`config.mk`:
```
export PLATFORM = sky130hd
export DESIGN_NAME = frame_statistics_and_pixel_grab
export DESIGN_NICKNAME = d
export VERILOG_FILES = /design/src/hw/frame_stats_pkg.sv /design/src/hw/frame_statistics_and_pixel_grab.sv /design/src/hw/pixel_fifo.sv
export SDC_FILE = /design/constraint.sdc
export NUM_CORES = 1
export LEC_CHECK = 0
export BUFFER_PORTS_ARGS = -buffer_cell sky130_fd_sc_hd__buf_2
export CAP_MARGIN = 20
export CORE_MARGIN = 5
export CORE_UTILIZATION = 40
export DETAILED_ROUTE_END_ITERATION = 7
export GPL_TIMING_DRIVEN = 0
export PLACE_DENSITY = 0.54
export SLEW_MARGIN = 20
export SYNTH_ARGS = -nofsm -noshare
export SYNTH_HDL_FRONTEND = slang
export SYNTH_HIERARCHICAL = 1
export SYNTH_SLANG_ARGS = --single-unit
export TNS_END_PERCENT = 50
```
`constraint.sdc`:
```
create_clock -name ref_clk -period 5 [get_ports ref_clk]
set_input_delay 1 -clock ref_clk [delete_from_list [all_inputs] [get_ports ref_clk]]
set_output_delay 1 -clock ref_clk [all_outputs]
set_load 0.005 [all_outputs]
```
`src/hw/frame_stats_pkg.sv`:
```
/*
  constants shared by the frame statistics block and its pixel fifo.
  assumes a 100 MHz ref_clk and 7-bit pixels arriving in readout order.
*/
package frame_stats_pkg;
  localparam logic [6:0]  OFS_SURFACE_QUALITY  = 7'h05;
  localparam logic [6:0]  OFS_EXPOSURE_HIGH    = 7'h06;
  localparam logic [6:0]  OFS_EXPOSURE_LOW     = 7'h07;
  localparam logic [6:0]  OFS_PEAK_VALUE       = 7'h08;
  localparam logic [6:0]  OFS_INTENSITY_TOTAL  = 7'h09;
  localparam logic [6:0]  OFS_FLOOR_VALUE      = 7'h0a;
  localparam logic [6:0]  OFS_CAPTURE_PORT     = 7'h0b;
  localparam logic [7:0]  REG_RESET            = 8'h00;
  localparam int          PIX_W                = 7;
  localparam int          SUM_W                = 15;
  localparam int          SUM_LSB              = 7;
  localparam int          GRAB_VALID_BIT       = 7;
  localparam logic [7:0]  FRAME_PIXELS         = 8'he1;
  localparam logic [7:0]  LAST_PIXEL           = 8'he0;
  localparam logic [7:0]  SQUAL_MAX            = 8'h90;
  localparam logic [7:0]  SUM_REG_MAX          = 8'hdf;
  localparam logic [6:0]  PIX_MAX              = 7'h7f;
  localparam logic [6:0]  FEATURE_STEP         = 7'h08;
  localparam logic [6:0]  PEAK_HIGH            = 7'h70;
  localparam logic [6:0]  PEAK_LOW             = 7'h40;
  localparam logic [7:0]  AVG_HIGH             = 8'hb0;
  localparam logic [15:0] EXPOSURE_INIT        = 16'h0400;
  localparam logic [15:0] EXPOSURE_STEP        = 16'h0010;
  localparam logic [15:0] EXPOSURE_MIN         = 16'h0010;
  localparam logic [15:0] EXPOSURE_MAX         = 16'hffe0;
  localparam int          FIFO_WIDTH           = 8;
  localparam int          FIFO_DEPTH           = 8;
endpackage

```
`src/hw/frame_statistics_and_pixel_grab.sv`:
```
/*
  per-frame image statistics, automatic exposure and a one-pixel-per-frame grabber,
  read over the four-wire serial port. assumes pixels arrive on ref_clk in readout
  order with the last one flagged, and a serial clock far slower than ref_clk.
*/
// What this block does
// (RULE1) surface quality counts strong neighbour contrasts; flat or absent surface gives near zero
// (RULE2) surface quality never exceeds 144
// (RULE3) exposure is a 16-bit cycle count, high byte 0x06, low byte 0x07
// (RULE4) controller reads exposure high then low, back to back
// (RULE5) exposure is adjusted each frame to keep peak and average in range
// (RULE6) largest pixel of the frame appears at 0x08, 0 to 127
// (RULE7) all pixels summed into 15 bits, bits 14 to 7 reported
// (RULE8) reported pixel sum stays between 0 and 223
// (RULE9) pixel sum refreshes on every frame
// (RULE10) smallest pixel of the frame appears at 0x0a, 0 to 127
// (RULE11) an armed grabber captures exactly one pixel per frame
// (RULE12) reading a held pixel returns bit 7 set, advances index, re-arms
// (RULE13) controller needs 225 good grab reads for a whole image
// (RULE14) any grab write resets index and arms for pixel 0 of next image
// (RULE15) grab index follows readout order, pixel 0 to pixel 224
// (RULE16) grab read with nothing held returns bit 7 clear, changes nothing
// (RULE17) grab low bits hold the pixel; statistics read zero until first frame
`timescale 1ns/1ps
`default_nettype none
module frame_statistics_and_pixel_grab (
  input  wire logic                         ref_clk,
  input  wire logic                         nrst,
  input  wire logic                         sclk,
  input  wire logic                         cs_n,
  input  wire logic                         mosi,
  output logic                              miso,
  output logic                              miso_oe,
  input  wire logic                         pix_valid,
  input  wire logic [frame_stats_pkg::PIX_W-1:0] pix_data,
  input  wire logic                         pix_last,
  output logic                              pix_ready,
  output logic [15:0]                       exposure_cycles
);
  import frame_stats_pkg::*;

  logic             sclk_s1, sclk_s2, sclk_s3;
  logic             mosi_s1, mosi_s2;
  logic             cs_s1, cs_s2;
  logic             sclk_rise, sclk_fall;
  logic [3:0]       bit_cnt;
  logic [7:0]       rx;
  logic [7:0]       next_rx;
  logic [7:0]       tx;
  logic             reading;
  logic             writing;
  logic [6:0]       wr_addr;
  logic             addr_done, data_done;
  logic             hi_read_last;
  logic [7:0]       low_shadow;
  logic [7:0]       read_value;
  logic             grab_read, grab_write;

  logic             drain_valid, drain_ready, pop;
  logic [7:0]       drain_word;
  logic [PIX_W-1:0] px;
  logic             frame_done;
  logic [7:0]       pos;
  logic [PIX_W-1:0] prev_px;
  logic [PIX_W-1:0] run_max, run_min;
  logic [SUM_W-1:0] run_sum;
  logic [7:0]       run_feat;
  logic [PIX_W-1:0] px_diff;

  logic [7:0]       surface_quality;
  logic [15:0]      exposure_report;
  logic [7:0]       frame_peak_value, frame_floor_value;
  logic [7:0]       accumulated_intensity_bits;
  logic [7:0]       grab_index;
  logic             grab_armed, grab_pending, grab_valid, grab_take;
  logic [PIX_W-1:0] captured_sample_value;

  // first stage of each synchroniser feeds only the second
  always_ff @(posedge ref_clk or negedge nrst) begin
    if (!nrst) begin
      sclk_s1 <= 1'b1;
      sclk_s2 <= 1'b1;
      sclk_s3 <= 1'b1;
      mosi_s1 <= 1'b0;
      mosi_s2 <= 1'b0;
      cs_s1   <= 1'b1;
      cs_s2   <= 1'b1;
    end else begin
      sclk_s1 <= sclk;
      sclk_s2 <= sclk_s1;
      sclk_s3 <= sclk_s2;
      mosi_s1 <= mosi;
      mosi_s2 <= mosi_s1;
      cs_s1   <= cs_n;
      cs_s2   <= cs_s1;
    end
  end

  assign sclk_rise = !cs_s2 && sclk_s2 && !sclk_s3;
  assign sclk_fall = !cs_s2 && !sclk_s2 && sclk_s3;
  assign next_rx   = {rx[6:0], mosi_s2};
  assign addr_done = sclk_rise && (bit_cnt == 4'h7);
  assign data_done = sclk_rise && (bit_cnt == 4'hf) && writing;
  assign grab_read = addr_done && !next_rx[7] && (next_rx[6:0] == OFS_CAPTURE_PORT);
  assign grab_write = data_done && (wr_addr == OFS_CAPTURE_PORT);

  always_comb begin
    unique case (next_rx[6:0])
      OFS_SURFACE_QUALITY: read_value = surface_quality;
      OFS_EXPOSURE_HIGH:   read_value = exposure_report[15:8]; // RULE3
      OFS_EXPOSURE_LOW:    read_value = hi_read_last ? low_shadow : exposure_report[7:0]; // RULE4
      OFS_PEAK_VALUE:      read_value = frame_peak_value;
      OFS_INTENSITY_TOTAL: read_value = accumulated_intensity_bits;
      OFS_FLOOR_VALUE:     read_value = frame_floor_value;
      OFS_CAPTURE_PORT:    read_value = {grab_valid, captured_sample_value}; // RULE12 RULE16 RULE17
      default:             read_value = REG_RESET;
    endcase
  end

  // serial slave: sample on rising sclk, shift out after falling sclk
  always_ff @(posedge ref_clk or negedge nrst) begin
    if (!nrst) begin
      bit_cnt      <= 4'h0;
      rx           <= 8'h00;
      tx           <= 8'h00;
      reading      <= 1'b0;
      writing      <= 1'b0;
      wr_addr      <= 7'h00;
      miso         <= 1'b0;
      miso_oe      <= 1'b0;
      hi_read_last <= 1'b0;
      low_shadow   <= 8'h00;
    end else if (cs_s2) begin
      bit_cnt <= 4'h0;
      reading <= 1'b0;
      writing <= 1'b0;
      miso_oe <= 1'b0;
    end else begin
      if (sclk_rise) begin
        rx      <= next_rx;
        bit_cnt <= bit_cnt + 4'h1;
      end
      if (addr_done) begin
        reading <= !next_rx[7];
        writing <= next_rx[7];
        wr_addr <= next_rx[6:0];
        if (!next_rx[7]) begin
          tx <= read_value;
          // low byte frozen at the high read so the pair stays coherent
          hi_read_last <= (next_rx[6:0] == OFS_EXPOSURE_HIGH); // RULE4
          if (next_rx[6:0] == OFS_EXPOSURE_HIGH) begin
            low_shadow <= exposure_report[7:0]; // RULE4
          end
        end else begin
          hi_read_last <= 1'b0;
        end
      end
      if (sclk_fall && reading && bit_cnt[3]) begin
        miso    <= tx[7];
        tx      <= {tx[6:0], 1'b0};
        miso_oe <= 1'b1;
      end
    end
  end

  pixel_fifo #(
    .WIDTH (FIFO_WIDTH),
    .DEPTH (FIFO_DEPTH)
  ) u_fifo (
    .ref_clk   (ref_clk),
    .nrst      (nrst),
    .in_valid  (pix_valid),
    .in_data   ({pix_last, pix_data}),
    .in_ready  (pix_ready),
    .out_valid (drain_valid),
    .out_data  (drain_word),
    .out_ready (drain_ready)
  );

  // drain stalls for the frame wrap-up cycle, so a burst backs up into the fifo
  assign drain_ready = !frame_done;
  assign pop         = drain_valid && drain_ready;
  assign px          = drain_word[PIX_W-1:0];
  assign px_diff     = (px > prev_px) ? px - prev_px : prev_px - px;

  // running statistics over the frame in flight
  always_ff @(posedge ref_clk or negedge nrst) begin
    if (!nrst) begin
      frame_done <= 1'b0;
      pos        <= 8'h00;
      prev_px    <= '0;
      run_max    <= '0;
      run_min    <= PIX_MAX;
      run_sum    <= '0;
      run_feat   <= 8'h00;
    end else if (frame_done) begin
      frame_done <= 1'b0;
      pos        <= 8'h00;
      run_max    <= '0;
      run_min    <= PIX_MAX;
      run_sum    <= '0;
      run_feat   <= 8'h00;
    end else if (pop) begin
      frame_done <= drain_word[PIX_W];
      pos        <= pos + 8'h01; // RULE15
      prev_px    <= px;
      run_max    <= (px > run_max) ? px : run_max; // RULE6
      run_min    <= (px < run_min) ? px : run_min; // RULE10
      run_sum    <= run_sum + SUM_W'(px); // RULE7
      // a feature is a sharp step between neighbours; a blank surface has none
      if (pos != 8'h00 && px_diff >= FEATURE_STEP && run_feat < SQUAL_MAX) begin
        run_feat <= run_feat + 8'h01; // RULE1 RULE2
      end
    end
  end

  // reported values change only at a frame boundary, zero before the first
  always_ff @(posedge ref_clk or negedge nrst) begin
    if (!nrst) begin
      surface_quality            <= REG_RESET;
      exposure_report            <= {REG_RESET, REG_RESET};
      frame_peak_value           <= REG_RESET;
      frame_floor_value          <= REG_RESET;
      accumulated_intensity_bits <= REG_RESET;
    end else if (frame_done) begin
      surface_quality            <= run_feat; // RULE1 RULE2 RULE17
      exposure_report            <= exposure_cycles; // RULE3
      frame_peak_value           <= {1'b0, run_max}; // RULE6
      frame_floor_value          <= {1'b0, run_min}; // RULE10
      accumulated_intensity_bits <= run_sum[SUM_W-1:SUM_LSB]; // RULE7 RULE8 RULE9
    end
  end

  // exposure steps one notch per frame; slow but never oscillates wildly
  always_ff @(posedge ref_clk or negedge nrst) begin
    if (!nrst) begin
      exposure_cycles <= EXPOSURE_INIT;
    end else if (frame_done) begin
      if ((run_max > PEAK_HIGH || run_sum[SUM_W-1:SUM_LSB] > AVG_HIGH) && exposure_cycles > EXPOSURE_MIN) begin
        exposure_cycles <= exposure_cycles - EXPOSURE_STEP; // RULE5
      end else if (run_max < PEAK_LOW && exposure_cycles < EXPOSURE_MAX) begin
        exposure_cycles <= exposure_cycles + EXPOSURE_STEP; // RULE5
      end
    end
  end

  assign grab_take = grab_armed && pop && (pos == grab_index);

  // grabber: arming always waits for a frame boundary, so one pixel per frame
  always_ff @(posedge ref_clk or negedge nrst) begin
    if (!nrst) begin
      grab_index            <= 8'h00;
      grab_armed            <= 1'b0;
      grab_pending          <= 1'b0;
      grab_valid            <= 1'b0;
      captured_sample_value <= '0;
    end else if (grab_write) begin
      grab_index   <= 8'h00; // RULE14
      grab_armed   <= 1'b0;
      grab_pending <= 1'b1; // RULE14
      grab_valid   <= 1'b0;
    end else begin
      if (grab_read && grab_valid) begin
        grab_valid   <= 1'b0; // RULE12
        grab_index   <= grab_index + 8'h01; // RULE12 RULE13 RULE15
        grab_pending <= 1'b1; // RULE12
      end else if (frame_done && grab_pending) begin
        grab_pending <= 1'b0;
        grab_armed   <= 1'b1;
      end
      if (grab_take) begin
        grab_armed            <= 1'b0; // RULE11
        grab_valid            <= 1'b1; // RULE11
        captured_sample_value <= px; // RULE17
      end
    end
  end
endmodule
`default_nettype wire

```
`src/hw/pixel_fifo.sv`:
```
/*
  small synchronous fifo holding pixel words between the array and the statistics.
  assumes both sides on ref_clk; in_ready is registered so it can leave the block directly.
*/
`timescale 1ns/1ps
`default_nettype none
module pixel_fifo #(
  parameter int WIDTH = 8,
  parameter int DEPTH = 8
) (
  input  wire logic             ref_clk,
  input  wire logic             nrst,
  input  wire logic             in_valid,
  input  wire logic [WIDTH-1:0] in_data,
  output logic                  in_ready,
  output logic                  out_valid,
  output logic [WIDTH-1:0]      out_data,
  input  wire logic             out_ready
);
  localparam int AW = $clog2(DEPTH);
  localparam int CW = $clog2(DEPTH + 1);
  localparam logic [CW-1:0] FULL = CW'(DEPTH);

  logic [WIDTH-1:0] mem [DEPTH];
  logic [AW-1:0]    wr_ptr;
  logic [AW-1:0]    rd_ptr;
  logic [CW-1:0]    count;
  logic [CW-1:0]    next_count;
  logic             push;
  logic             pop;

  assign push      = in_valid && in_ready;
  assign pop       = out_valid && out_ready;
  assign out_valid = (count != '0);
  assign out_data  = mem[rd_ptr];

  always_comb begin
    next_count = count;
    if (push && !pop) begin
      next_count = count + CW'(1);
    end else if (pop && !push) begin
      next_count = count - CW'(1);
    end
  end

  always_ff @(posedge ref_clk or negedge nrst) begin
    if (!nrst) begin
      count    <= '0;
      in_ready <= 1'b1;
      wr_ptr   <= '0;
      rd_ptr   <= '0;
    end else begin
      count    <= next_count;
      in_ready <= (next_count != FULL);
      if (push) begin
        wr_ptr <= (wr_ptr == AW'(DEPTH - 1)) ? '0 : wr_ptr + AW'(1);
      end
      if (pop) begin
        rd_ptr <= (rd_ptr == AW'(DEPTH - 1)) ? '0 : rd_ptr + AW'(1);
      end
    end
  end

  // storage carries no reset; only count and the pointers define what is valid
  always_ff @(posedge ref_clk) begin
    if (push) begin
      mem[wr_ptr] <= in_data;
    end
  end
endmodule
`default_nettype wire
```
==> out/metrics.cfg <==
[run_status]
status = complete, no violations

[timing]
finalSetupTns_ps = 0
fin_worst_skew_ps = 16.7
rsz0062_at_grt = no
worst_hold_slack_ps = 354
final_hold_viol_count = 0
fmax_ghz = 0.215
finalMaxSlewViolations = 0
tightest_slew_ps = 961
setup_viol = 0
finalCritPeriodShare_pct = 92.8
setup_ws_ps = 358
relSlewSlack_pct = 35.7
period_minus_slack_ps = 4640

[grt]
antenna_found_initial = 1
grt-ovfl-total = 0
grt_first_pass_wirelength_mm = 45.6
grt_start_max_net_pins = 98
grtUsageTotal_pct = 16.6
grt_pass1_vias = 8104

[worst_setup_path]
criticalPathCategory = flop to flop
cp.arrival_ps = 5050
cp-start-kind = flop
endpoint_kind = flop
cp.required_ps = 5410
worstPathMaxFanout = 10

[place]
dp_slack_ps = 112
postPlaceCellArea_sq_um = 12900
gp_congestion = 0.834
place_hpwl_mm = 19.2
dp_cells = 1445
port_buffers = 28

[clocking]
clock_latency_ps = 530
clk_pin_slew_worst_paths_ps = 60
cts_hold_buf = 0
cts_buffers = 27
cts_tree = yes
cts_buffer_depth = 3
cts_sinks = 242
htree_levels = 1
cts-root-buf = clkbuf_16

[routing]
via_per_inst = 5.43
ant_nets = 0
drcViolationCount = 0
top_layer_used = met5
dr_wl_met3_mm = 1.08
vias = 8112
wire_per_inst_um = 18.6
drt-initial-drc-count = 518
routed_wl_mm = 27.9
firstDrtPassIters = 5
dr_wl_met2_mm = 12.5
m1WireLength_mm = 13.8

[finish]
area_growth_pct = 12.9
nets = 1148
final_cell_area_sq_um = 13700
diodes = 0
finalNonFillerCells = 1495
drive_gt1_share_pct = 20.5

[floorplan]
die_h_um = 184
die_x_um = 184
die_area_sq_um = 33900
start_util_pct = 40.7
rows = 63
io_pins = 33
core_sq_um = 29800

[yosys]
synth_top_area_share_pct = 33.8
yosys_warnings = 6
netlist_top_cells_area = dfrtp_1 34%, edfxtp_1 16%, mux2_2 7.8%
ys_seq_elements = 242
synth_edf_count = 64
synth_seq_area_share_pct = 52.7
dominantRegCellSynth = dfrtp_1
synth.cell_area_sq_um = 12100
synthArstFlopShare_pct = 73.6
synth_cells = 1020
ys_types = 81
avgSynthCellArea_sq_um = 11.9
yosysTopAreaCell = dfrtp_1

[pwr]
worst_ir_drop_vdd_mv = 0.291
powerDensity_nw_per_um2 = 635
leakage_nw = 5.94

[hold_path]
hold_class = flop to flop

[flow_run]
max_cap_violations = 0

## metal layers
layer | GRT usage (%) | vias up
met5 | 0 | -
met4 | 2.99 | 2
met3 | 2.27 | 35
met2 | 25.7 | 139
met1 | 25.4 | 4064
li1 | - | 3872
## report_power, final
group,switching (mW),leakage [nW],internal [mW]
sequential,0.335,2.90,2.49
clock,0.761,0.405,1.11
combinational,2.37,2.64,1.64
total,3.47,5.94,5.24
## critical path, cell delays in order (launching register included)
cell and delay [ps]:
dfrtp_1 340, clkbuf_1 440, buf_1 620, mux4_2 410, mux2_2 390, inv_1 120
ha_1 170, inv_1 50, fa_1 350, a211o_1 310, a221oi_1 340, o221ai_1 210
nor2_1 270, o22ai_1 200, mux2_2 300
## cell usage after synthesis (4+ instances only)
cell / number
o21ai_0: 32
nor4_1: 11
mux4_2: 16
xnor2_1: 18
buf_2: 8
edfxtp_1: 64
nand3_1: 19
nor2b_1: 16
mux2_2: 84
mux2i_1: 23
or4_1: 4
inv_1: 43
nand3b_1: 4
nor2_1: 58
clkbuf_1: 24
o22ai_1: 4
a21oi_1: 25
nor3_1: 24
a21o_1: 12
nand2b_1: 6
buf_4: 6
o211ai_1: 14
dfstp_2: 14
and2_1: 8
dfrtp_1: 164
nand4_1: 18
a22o_1: 9
nand2_1: 88
buf_1: 9
a211oi_1: 7
ha_1: 47
a22oi_1: 6
o221ai_1: 8
o21a_1: 6
or3_1: 6
and3_1: 14
a221oi_1: 4
xor2_1: 29
a31oi_1: 4
## cell families after synthesis
logic type | share of synthesized area, %
DFF | 52.7
adders and majority gates | 5.34
AOI/OAI and AO/OA | 9.93
other | 0.0309
and+or+nand+nor | 12.9
xor gates and xnor gates | 3.39
muxes | 12.7
buffers and inverters | 3.12
## state kept, by name (all words and copies together) (netlist names), 12 cells and up
| signal | count |
|---|---|
| exposure_cycles | 12 |
| exposure_report | 12 |
| run_sum | 15 |
| u_fifo/mem | 64 |
## cell type report
class,count,area (sq um)
Fill cell,2776,16100
Sequential cell,242,6390
Multi-Input combinational cell,689,5410
Clock buffer,43,776
Tap cell,390,488
Buffer,48,214
Timing Repair Buffer,32,198
Inverter,44,165
Clock inverter,7,63.8
## layout by cell type (no fill, tap or decap), types with 16 or more instances in the layout
cell type	count
nand4_1	18
inv_1	43
ha_1	47
mux4_2	16
dfrtp_1	164
xnor2_1	18
nor2_1	58
mux2_2	84
nand2_1	88
buf_2	36
mux2i_1	23
edfxtp_1	64
clkbuf_16	27
nor3_1	20
nor2b_1	16
o21ai_0	32
a21oi_1	25
nand3_1	19
clkbuf_1	36
xor2_1	29
## final timing paths
kind                                   from                   to  slack (ps)  cells after the start
max                        u_fifo/rd_ptr[1]          run_feat[0]         360                     14
min in group asynchronous              nrst               pos[3]         480                      1
min reg2reg                           cs_s1                cs_s2         350                      0
min                                   cs_s1                cs_s2         350                      0
max reg2reg                u_fifo/rd_ptr[1]          run_feat[0]         360                     14
max in group asynchronous              nrst  exposure_cycles[14]        3540                      2
## stage by stage
| step | total power [mW] | utilization (%) |
|---|---|---|
| floorplan | 5.76 | - |
| global placement | 6.79 | 42.9 |
| detailed placement | 6.88 | 43.2 |
| CTS | 8.79 | 46.0 |
| global route | 9.41 | 46.0 |
| finish | 8.71 | 46.0 |
## timing repair
item                                    CTS  global route
buffers inserted                          0             0
resized for setup                         0             1
endpoints found under the setup margin    0             3
Power figures use the tool's default switching activity.
